### src/pkg/ssr_pkg.sv
// ssr_pkg: register map, field positions, reset values and carrier types
// for the synchronous slave serial receiver.
// assumes a 32-bit apb slave with byte addresses and one word per register.
package ssr_pkg;

   // register byte offsets
   localparam logic [7:0] OFF_CTRL = 8'h00; // receive_control_reg
   localparam logic [7:0] OFF_BUF = 8'h04;  // serial_buffer_reg, read only
   localparam logic [7:0] OFF_STAT = 8'h08; // serial_status_reg, read only
   localparam logic [7:0] OFF_CLR = 8'h0C;  // status clear, write only
   localparam logic [7:0] OFF_IEN = 8'h10;  // interrupt enable

   // receive_control_reg fields
   localparam int CTRL_EN_BIT = 7;  // receive_enable_bit
   localparam int CTRL_LEN_BIT = 0; // 0: eight data bits, 1: seven data bits
   localparam logic [7:0] CTRL_RST = 8'h00;

   // frame lengths
   localparam logic [3:0] LEN_LONG = 4'h8;
   localparam logic [3:0] LEN_SHORT = 4'h7;

   // status and enable field positions
   localparam int ST_DONE_BIT = 0; // receive complete
   localparam int ST_OVR_BIT = 1;  // overrun error
   localparam logic [1:0] STAT_RST = 2'h0;
   localparam logic [1:0] IEN_RST = 2'h0;
   localparam logic [7:0] BUF_RST = 8'h00;

   // events that land in the status register together
   typedef struct packed {
      logic ovr;  // overrun error
      logic done; // receive complete
   } ssr_evt_t;

   // frame progress
   typedef enum logic [0:0] {
      SSR_IDLE,
      SSR_SHIFT
   } ssr_state_t;

endpackage

### src/rtl/ssr_pin_sync.sv
// ssr_pin_sync: two flip-flop synchroniser for a group of pin levels.
// assumes inputs are asynchronous to clk; only the second stage is visible.
`timescale 1ns/1ps
`default_nettype none
module ssr_pin_sync #(
   parameter int WIDTH = 2
) (
   input wire logic clk,               // cpu clock
   input wire logic rst_n,             // async reset, active low
   input wire logic [WIDTH-1:0] d_in,  // raw pin levels
   output logic [WIDTH-1:0] q_out      // synchronised levels
);

   logic [WIDTH-1:0] meta_r; // first stage, read only by the second
   logic [WIDTH-1:0] q_r;    // second stage

   // both stages shift every edge
   always_ff @(posedge clk or negedge rst_n) begin
      if (!rst_n) begin
         meta_r <= '0;
         q_r <= '0;
      end else begin
         meta_r <= d_in;
         q_r <= meta_r;
      end
   end

   assign q_out = q_r;

endmodule
`default_nettype wire

### src/rtl/ssr_receiver.sv
// ssr_receiver: synchronous slave mode receive path with apb registers.
// assumes an external master drives rx_clock_pin and rx_data_pin, and the
// cpu core pulses instr_start_strobe for one clk at each instruction start.
`timescale 1ns/1ps
`default_nettype none
module ssr_receiver (
   input wire logic clk,                // cpu clock, 40 mhz
   input wire logic rst_n,              // async reset, active low
   input wire logic psel,               // apb select
   input wire logic penable,            // apb access phase
   input wire logic pwrite,             // apb direction
   input wire logic [7:0] paddr,        // apb byte address
   input wire logic [31:0] pwdata,      // apb write data
   output logic [31:0] prdata,          // apb read data
   output logic pready,                 // apb ready
   output logic pslverr,                // apb error on unmapped address
   input wire logic rx_clock_pin,       // external receive clock
   input wire logic rx_data_pin,        // external receive data
   input wire logic instr_start_strobe, // instruction start pulse
   output logic rx_complete,            // receive complete pulse
   output logic irq                     // level interrupt
);

   // synchronised pins
   logic [1:0] pins_s; // synchroniser output, clock above data
   logic clk_s; // receive clock after synchroniser
   logic dat_s; // receive data after synchroniser

   // receive state
   ssr_pkg::ssr_state_t st_r, st_nxt; // frame progress
   logic [3:0] cnt_r, cnt_nxt;        // bits taken in this frame
   logic [7:0] sr_r, sr_nxt;          // receive shift register
   logic samp_r, samp_nxt;            // data level sampled while clock low
   logic clk_prev_r, clk_prev_nxt;    // previous synchronised clock
   logic pend_r, pend_nxt;            // completion waiting for strobe
   logic povr_r, povr_nxt;            // overrun waiting for strobe
   logic unread_r, unread_nxt;        // buffer holds an unread word
   logic done_r, done_nxt;            // receive complete pulse
   logic [7:0] buf_r, buf_nxt;        // serial_buffer_reg

   // software registers
   logic [7:0] ctrl_r, ctrl_nxt;          // receive_control_reg
   ssr_pkg::ssr_evt_t stat_r, stat_nxt;   // serial_status_reg
   logic [1:0] ien_r, ien_nxt;            // interrupt enable
   logic [31:0] prdata_r, prdata_nxt;     // registered read data

   // decoded strobes
   logic en;        // receive enable bit
   logic sh;        // internal receive shift clock
   logic last;      // this shift ends the frame
   logic [7:0] sr_in; // shift register with the new bit
   logic wr_acc;    // apb write taken this edge
   logic rd_buf;    // apb read of the buffer taken this edge
   logic setup;     // apb setup cycle
   logic mapped;    // address decodes to a register
   ssr_pkg::ssr_evt_t evt; // events posted to status this cycle

   // frame length from the control register
   function automatic logic [3:0] frame_len(input logic [7:0] c);
      frame_len = c[ssr_pkg::CTRL_LEN_BIT] ? ssr_pkg::LEN_SHORT : ssr_pkg::LEN_LONG;
   endfunction

   // address decode, used for write accept and error
   function automatic logic is_mapped(input logic [7:0] a);
      is_mapped = (a == ssr_pkg::OFF_CTRL) || (a == ssr_pkg::OFF_BUF) ||
         (a == ssr_pkg::OFF_STAT) || (a == ssr_pkg::OFF_CLR) ||
         (a == ssr_pkg::OFF_IEN);
   endfunction

   // cast two raw bits to the event layout
   function automatic ssr_pkg::ssr_evt_t ssr_evt_cast(input logic [1:0] b);
      ssr_evt_cast = b;
   endfunction

   // pin synchroniser for clock and data
   ssr_pin_sync #(
      .WIDTH(2)
   ) u_sync (
      .clk(clk),
      .rst_n(rst_n),
      .d_in({rx_clock_pin, rx_data_pin}),
      .q_out(pins_s)
   );

   // split the synchronised pair; nothing reads the raw pins
   assign clk_s = pins_s[1];
   assign dat_s = pins_s[0];

   // shared decode
   always_comb begin
      en = ctrl_r[ssr_pkg::CTRL_EN_BIT];
      sh = en && clk_s && !clk_prev_r;
      last = (cnt_r == frame_len(ctrl_r) - 4'h1);
      sr_in = {samp_r, sr_r[7:1]};
      setup = psel && !penable;
      mapped = is_mapped(paddr);
      wr_acc = psel && penable && pwrite && mapped;
      rd_buf = psel && penable && !pwrite && (paddr == ssr_pkg::OFF_BUF);
   end

   // receive path next state
   always_comb begin
      st_nxt = st_r;
      cnt_nxt = cnt_r;
      sr_nxt = sr_r;
      samp_nxt = samp_r;
      clk_prev_nxt = clk_s;
      pend_nxt = pend_r;
      povr_nxt = povr_r;
      unread_nxt = unread_r;
      done_nxt = 1'b0;
      buf_nxt = buf_r;
      evt = '0;
      // data is only looked at while the clock is low
      if (!clk_s) begin
         samp_nxt = dat_s;
      end
      // software reading the buffer releases it
      if (rd_buf) begin
         unread_nxt = 1'b0;
      end
      // completion is shown at the next instruction start
      if (pend_r && instr_start_strobe) begin
         done_nxt = 1'b1;
         pend_nxt = 1'b0;
         povr_nxt = 1'b0;
         evt.done = 1'b1;
         evt.ovr = povr_r;
      end
      if (!en) begin
         // disabled: any partial frame is dropped
         st_nxt = ssr_pkg::SSR_IDLE;
         cnt_nxt = 4'h0;
      end else if (sh) begin
         sr_nxt = sr_in;
         unique case (st_r)
            ssr_pkg::SSR_IDLE: begin
               // first clock of a frame
               st_nxt = ssr_pkg::SSR_SHIFT;
            end
            ssr_pkg::SSR_SHIFT: begin
               st_nxt = ssr_pkg::SSR_SHIFT;
            end
         endcase
         if (last) begin
            // frame done: move word out, keep the enable bit
            st_nxt = ssr_pkg::SSR_IDLE;
            cnt_nxt = 4'h0;
            buf_nxt = ctrl_r[ssr_pkg::CTRL_LEN_BIT] ? {1'b0, sr_in[7:1]} : sr_in;
            unread_nxt = 1'b1;
            pend_nxt = 1'b1;
            // unread word is overwritten and flagged
            povr_nxt = unread_r && !rd_buf;
         end else begin
            cnt_nxt = cnt_r + 4'h1;
         end
      end
   end

   // receive path registers
   always_ff @(posedge clk or negedge rst_n) begin
      if (!rst_n) begin
         st_r <= ssr_pkg::SSR_IDLE;
         cnt_r <= 4'h0;
         sr_r <= 8'h00;
         samp_r <= 1'b0;
         clk_prev_r <= 1'b0;
         pend_r <= 1'b0;
         povr_r <= 1'b0;
         unread_r <= 1'b0;
         done_r <= 1'b0;
         buf_r <= ssr_pkg::BUF_RST;
      end else begin
         st_r <= st_nxt;
         cnt_r <= cnt_nxt;
         sr_r <= sr_nxt;
         samp_r <= samp_nxt;
         clk_prev_r <= clk_prev_nxt;
         pend_r <= pend_nxt;
         povr_r <= povr_nxt;
         unread_r <= unread_nxt;
         done_r <= done_nxt;
         buf_r <= buf_nxt;
      end
   end

   // software registers next state
   always_comb begin
      ctrl_nxt = ctrl_r;
      ien_nxt = ien_r;
      stat_nxt = stat_r;
      prdata_nxt = prdata_r;
      // writes take effect in the access phase
      if (wr_acc) begin
         unique case (paddr)
            ssr_pkg::OFF_CTRL: ctrl_nxt = pwdata[7:0];
            ssr_pkg::OFF_IEN: ien_nxt = pwdata[1:0];
            ssr_pkg::OFF_CLR: stat_nxt = stat_r & ~ssr_evt_cast(pwdata[1:0]);
            default: ctrl_nxt = ctrl_r;
         endcase
      end
      // a new event wins over a clear in the same cycle
      stat_nxt = stat_nxt | evt;
      // read data is fetched in the setup cycle
      if (setup) begin
         prdata_nxt = 32'h0000_0000;
         if (!pwrite) begin
            unique case (paddr)
               ssr_pkg::OFF_CTRL: prdata_nxt = {24'h000000, ctrl_r};
               ssr_pkg::OFF_BUF: prdata_nxt = {24'h000000, buf_r};
               ssr_pkg::OFF_STAT: prdata_nxt = {30'h0, stat_r};
               ssr_pkg::OFF_IEN: prdata_nxt = {30'h0, ien_r};
               default: prdata_nxt = 32'h0000_0000;
            endcase
         end
      end
   end

   // software registers
   always_ff @(posedge clk or negedge rst_n) begin
      if (!rst_n) begin
         ctrl_r <= ssr_pkg::CTRL_RST;
         ien_r <= ssr_pkg::IEN_RST;
         stat_r <= ssr_pkg::STAT_RST;
         prdata_r <= 32'h0000_0000;
      end else begin
         ctrl_r <= ctrl_nxt;
         ien_r <= ien_nxt;
         stat_r <= stat_nxt;
         prdata_r <= prdata_nxt;
      end
   end

   // outputs: zero wait slave, error only on unmapped access phase
   assign pready = 1'b1;
   assign pslverr = psel && penable && !mapped;
   assign prdata = prdata_r;
   assign rx_complete = done_r;
   assign irq = |(stat_r & ien_r);
endmodule
`default_nettype wire

### config.mk
export PLATFORM = sky130hd
export DESIGN_NAME = ssr_receiver
export DESIGN_NICKNAME = d
export VERILOG_FILES = /design/src/pkg/ssr_pkg.sv /design/src/rtl/ssr_pin_sync.sv /design/src/rtl/ssr_receiver.sv
export SDC_FILE = /design/constraint.sdc
export NUM_CORES = 1
export LEC_CHECK = 0
export BUFFER_PORTS_ARGS = -buffer_cell sky130_fd_sc_hd__buf_4
export CAP_MARGIN = 20
export CORE_MARGIN = 2
export CORE_UTILIZATION = 32
export CTS_BUF_LIST = sky130_fd_sc_hd__clkbuf_4
export DETAILED_ROUTE_END_ITERATION = 16
export PLACE_DENSITY = 0.63
export SYNTH_ARGS = -nofsm -noshare
export SYNTH_HDL_FRONTEND = slang
export SYNTH_HIERARCHICAL = 1
export SYNTH_SLANG_ARGS = --single-unit
### constraint.sdc
create_clock -name clk -period 2.96 [get_ports clk]
set_input_delay 0.592 -clock clk [delete_from_list [all_inputs] [get_ports clk]]
set_output_delay 0.592 -clock clk [all_outputs]
set_load 0.1 [all_outputs]
==> results by group <==
Critical path
  – Nature of the critical path startpoint: primary input
  – Worst-path cell chain: buf_4 > o21ai_0 > a31oi_2 > buf_4
  – Crit-path max FO: 16
  – Worst endpoint data arrival time: 1410 ps
  – Setup crit end kind: output port
  – Slowest CP cell: buf_4
  – CP required: 2370 ps
  – Critical Path Max Stage Delay: 310 ps
  – WS Path Type: in -> out
  – Most Frequent Cell on Critical Path: buf_4
  – Top cell family by delay on the critical path: buffers and inverters
  – WP buf/inv: 2

Yosys
  – Post-synthesis xor/xnor area fraction: 0.355%
  – Area leader, netlist: dfrtp_1
  – Largest family of logic cells by synthesized area: simple AND/OR/NAND/NOR gates
  – Adder-cell share of the synthesized area: 0.507%
  – Synthesis Warnings: 6
  – Yosys cell types: 43
  – Post-synthesis mux area share: 11.2%
  – Post-synthesis compound-gate area fraction: 11.9%
  – Cell area after synthesis: 2470 um^2
  – Mapped Cells: 236
  – Top cell type's share of synthesized area: 49.6%
  – FF+latch count, synth: 49
  – Register area share after synthesis: 49.6%
  – Area contributors post-synth: dfrtp_1 50%, buf_4 7.6%, mux2i_1 5.3%
  – Avg Inst Size Synth: 10.5 um^2
  – Synth Area in Simple Gates: 15.3%

Clock network
  – CTS tree: done
  – Post-CTS Setup Inserts: 0
  – Buffer depth of the longest clock path: 2
  – CTS resizes: 0
  – Hold-fix buffers, CTS: 0
  – Clk Tree Root Cell: clkbuf_4
  – Clk_lat worst skew: 360 ps
  – Num CTS Buffers: 5
  – Num Clock Sinks: 49
  – CTS H-tree depth: 2
  – CTS clk-pin slew, worst paths: 140 ps

Power
  – P_int: 0.000798 W
  – Sw Ratio: 32.9%
  – Gate power share: 18.3%
  – Power density cells: 429 nW/um^2
  – Peak supply drop: 0.170 mV
  – Sequential Power Share: 57.5%
  – LEAKAGE: 1.35 nW
  – Switching power: 0.000391 W
  – Power, Total: 0.00119 W
  – Clk network pwr share: 24.2%

Timing
  – Worst hold slack: 230 ps
  – Slew Limit Headroom: 58.6%
  – Setup TNS Final: 0 ps
  – F_max: 0.500 GHz
  – Min Tclk post-route: 2000 ps
  – Final period util: 67.6%
  – Final Setup Violations: 0
  – Worst Clk Skew: 18.9 ps
  – Hold Vio Cnt, Final: 0
  – Measured slew at the worst slew-check pin: 620 ps
  – Unrepaired setup endpoints after global routing: false
  – Final Max Tran Viols: 0

Die
  – I/O pin cnt: 84
  – Rows: 32
  – Die Height: 91.9 um
  – Width of the die: 91.9 um
  – Core ar.: 7610 um^2
  – Die area: 8440 um^2
  – Starting Density: 32.5%

GRT
  – Gr usage total: 11.2%
  – Initial antenna violation count: 0
  – Vias in the first global route: 1533
  – First-pass GRT wire length: 7.50 mm
  – Total gr overflow: 0
  – Largest net degree at the start of global routing: 50

Routing
  – Iter 0 DRT Violations: 78
  – Pre-antenna DRT Iters: 4
  – Routed Antenna Nets: 0
  – Routed wire per std cell: 12.4 um
  – Via Count: 1712
  – Residual DRC: 0
  – Via density: 4.69
  – Total Routed Length: 4.53 mm

Placed design
  – IO Port Bufs: 34
  – Gpl congestion: 0.774
  – Dpl hpwl: 3.21 mm

Finish
  – Number of diodes: 0
  – # fillers: 781
  – Reg area: 1230 um^2
  – Multi-input logic area: 1070 um^2
  – Nets: 312
  – Layout cells sized above 1: 21.3%
  – Synth-to-Final Area Change: 12.3%

Run status
  – Status: finished, final reports clean

Hold path
  – Hold Crit Class: in -> async

Flow run
  – Max cap viols: 0
[per-stage QoR]
step	setup slack [ps]	cell area, um^2	utilization (%)	std cells
2_1_floorplan	265	2560	-	259
3_3_place_gp	812	2720	35.8	358
3_5_place_dp	782	2720	35.8	358
4_1_cts	957	2770	36.4	365
5_1_grt	891	2770	36.4	365
6_report	960	2770	36.4	365
[cells in the final DEF (no fill, tap or decap), types with 3 or more instances in the layout]
cell,count
inv_1,4
and4b_1,3
mux2_2,9
nor2_1,4
mux2i_1,13
or4_1,4
nand2_1,33
buf_4,38
nor4bb_1,5
a31oi_1,8
mux2_1,4
nand3_1,5
a21oi_1,10
conb_1,25
dfrtp_1,49
o31ai_1,9
clkbuf_4,5
[cell families after synthesis]
group,Yosys count
AND/OR/NAND/NOR,69
other,2
buffers and inverters,45
multiplexers,26
adder cells (fa/ha/maj),1
AO/OA/AOI/OAI,43
XOR/XNOR,1
flip-flops,49
[sequential cells by signal, indices dropped and copies added, names as in the netlist, 4 cells and up]
name,count
prdata,8
buf_r,8
ctrl_r,8
cnt_r,4
sr_r,7
[area by class of cell]
class	count	share of cell area (%)
flip-flops and latches	49	44.2
clock buffers	5	1.35
inverters	4	0.542
repair buffers	38	10.3
multi-input cells	165	38.6
clock inverters	2	0.406
well taps	102	4.60
[synthesized netlist by cell type (all sizes together)]
master	n
dfrtp	49
nand2	33
buf	31
mux2	13
mux2i	13
a21oi	10
clkbuf	10
a31oi	9
o31ai	9
nand3	5
nor4bb	5
inv	4
nor2	4
or4	4
and4b	3
a211o	2
a211oi	2
a21o	2
a22o	2
and3b	2
conb	2
nand2b	2
nand3b	2
nand4	2
a21boi	1
a32o	1
and2	1
and3	1
ha	1
nor3	1
nor4	1
nor4b	1
o211ai	1
o21ai	1
o21bai	1
o32ai	1
o41ai	1
or2	1
or3	1
xor2	1
[path summary, 6_finish.rpt]
kind / to / slack (ps) / from / cells after the start
setup / recovery: pslverr / 960 / paddr[2] / 4
hold / removal: stat_r[0]$_DFF_PN0_ / 230 / rst_n / 1
setup reg to reg: buf_r[7]$_DFFE_PN0P_ / 1170 / ctrl_r[7]$_DFFE_PN0P_ / 3
hold reg to reg: u_sync/q_out[1]$_DFF_PN0_ / 360 / u_sync/meta_r[1]$_DFF_PN0_ / 0
max in group asynchronous: sr_r[4]$_DFFE_PN0P_ / 2310 / rst_n / 1
min in group clk: u_sync/meta_r[1]$_DFF_PN0_ / 330 / rx_clock_pin / 1
[metal layers]
layer  global-route usage, %  vias to the layer above  routed length, um  part of all wire, %
li1                        -                      844                  -                    -
met1                    15.2                      820               2120                   47
met2                    17.0                       44               2150                   47
met3                    3.45                        4                214                  4.7
met4                    3.73                        0                 51                  1.1
met5                       0                        -                  0                    0
[power by group through the flow]
stage | Clock (W) | Combinational, W | Sequential, W
6_report | 0.000287 | 0.000218 | 0.000684
5_1_grt | 0.000326 | 0.000228 | 0.000685
4_1_cts | 0.000300 | 0.000219 | 0.000684
3_5_place_dp | 0 | 0.000218 | 0.000697
3_3_place_gp | 0 | 0.000218 | 0.000696
2_1_floorplan | 0 | 0.000197 | 0.000694
Note: power is estimated with default switching activity, not from simulation.
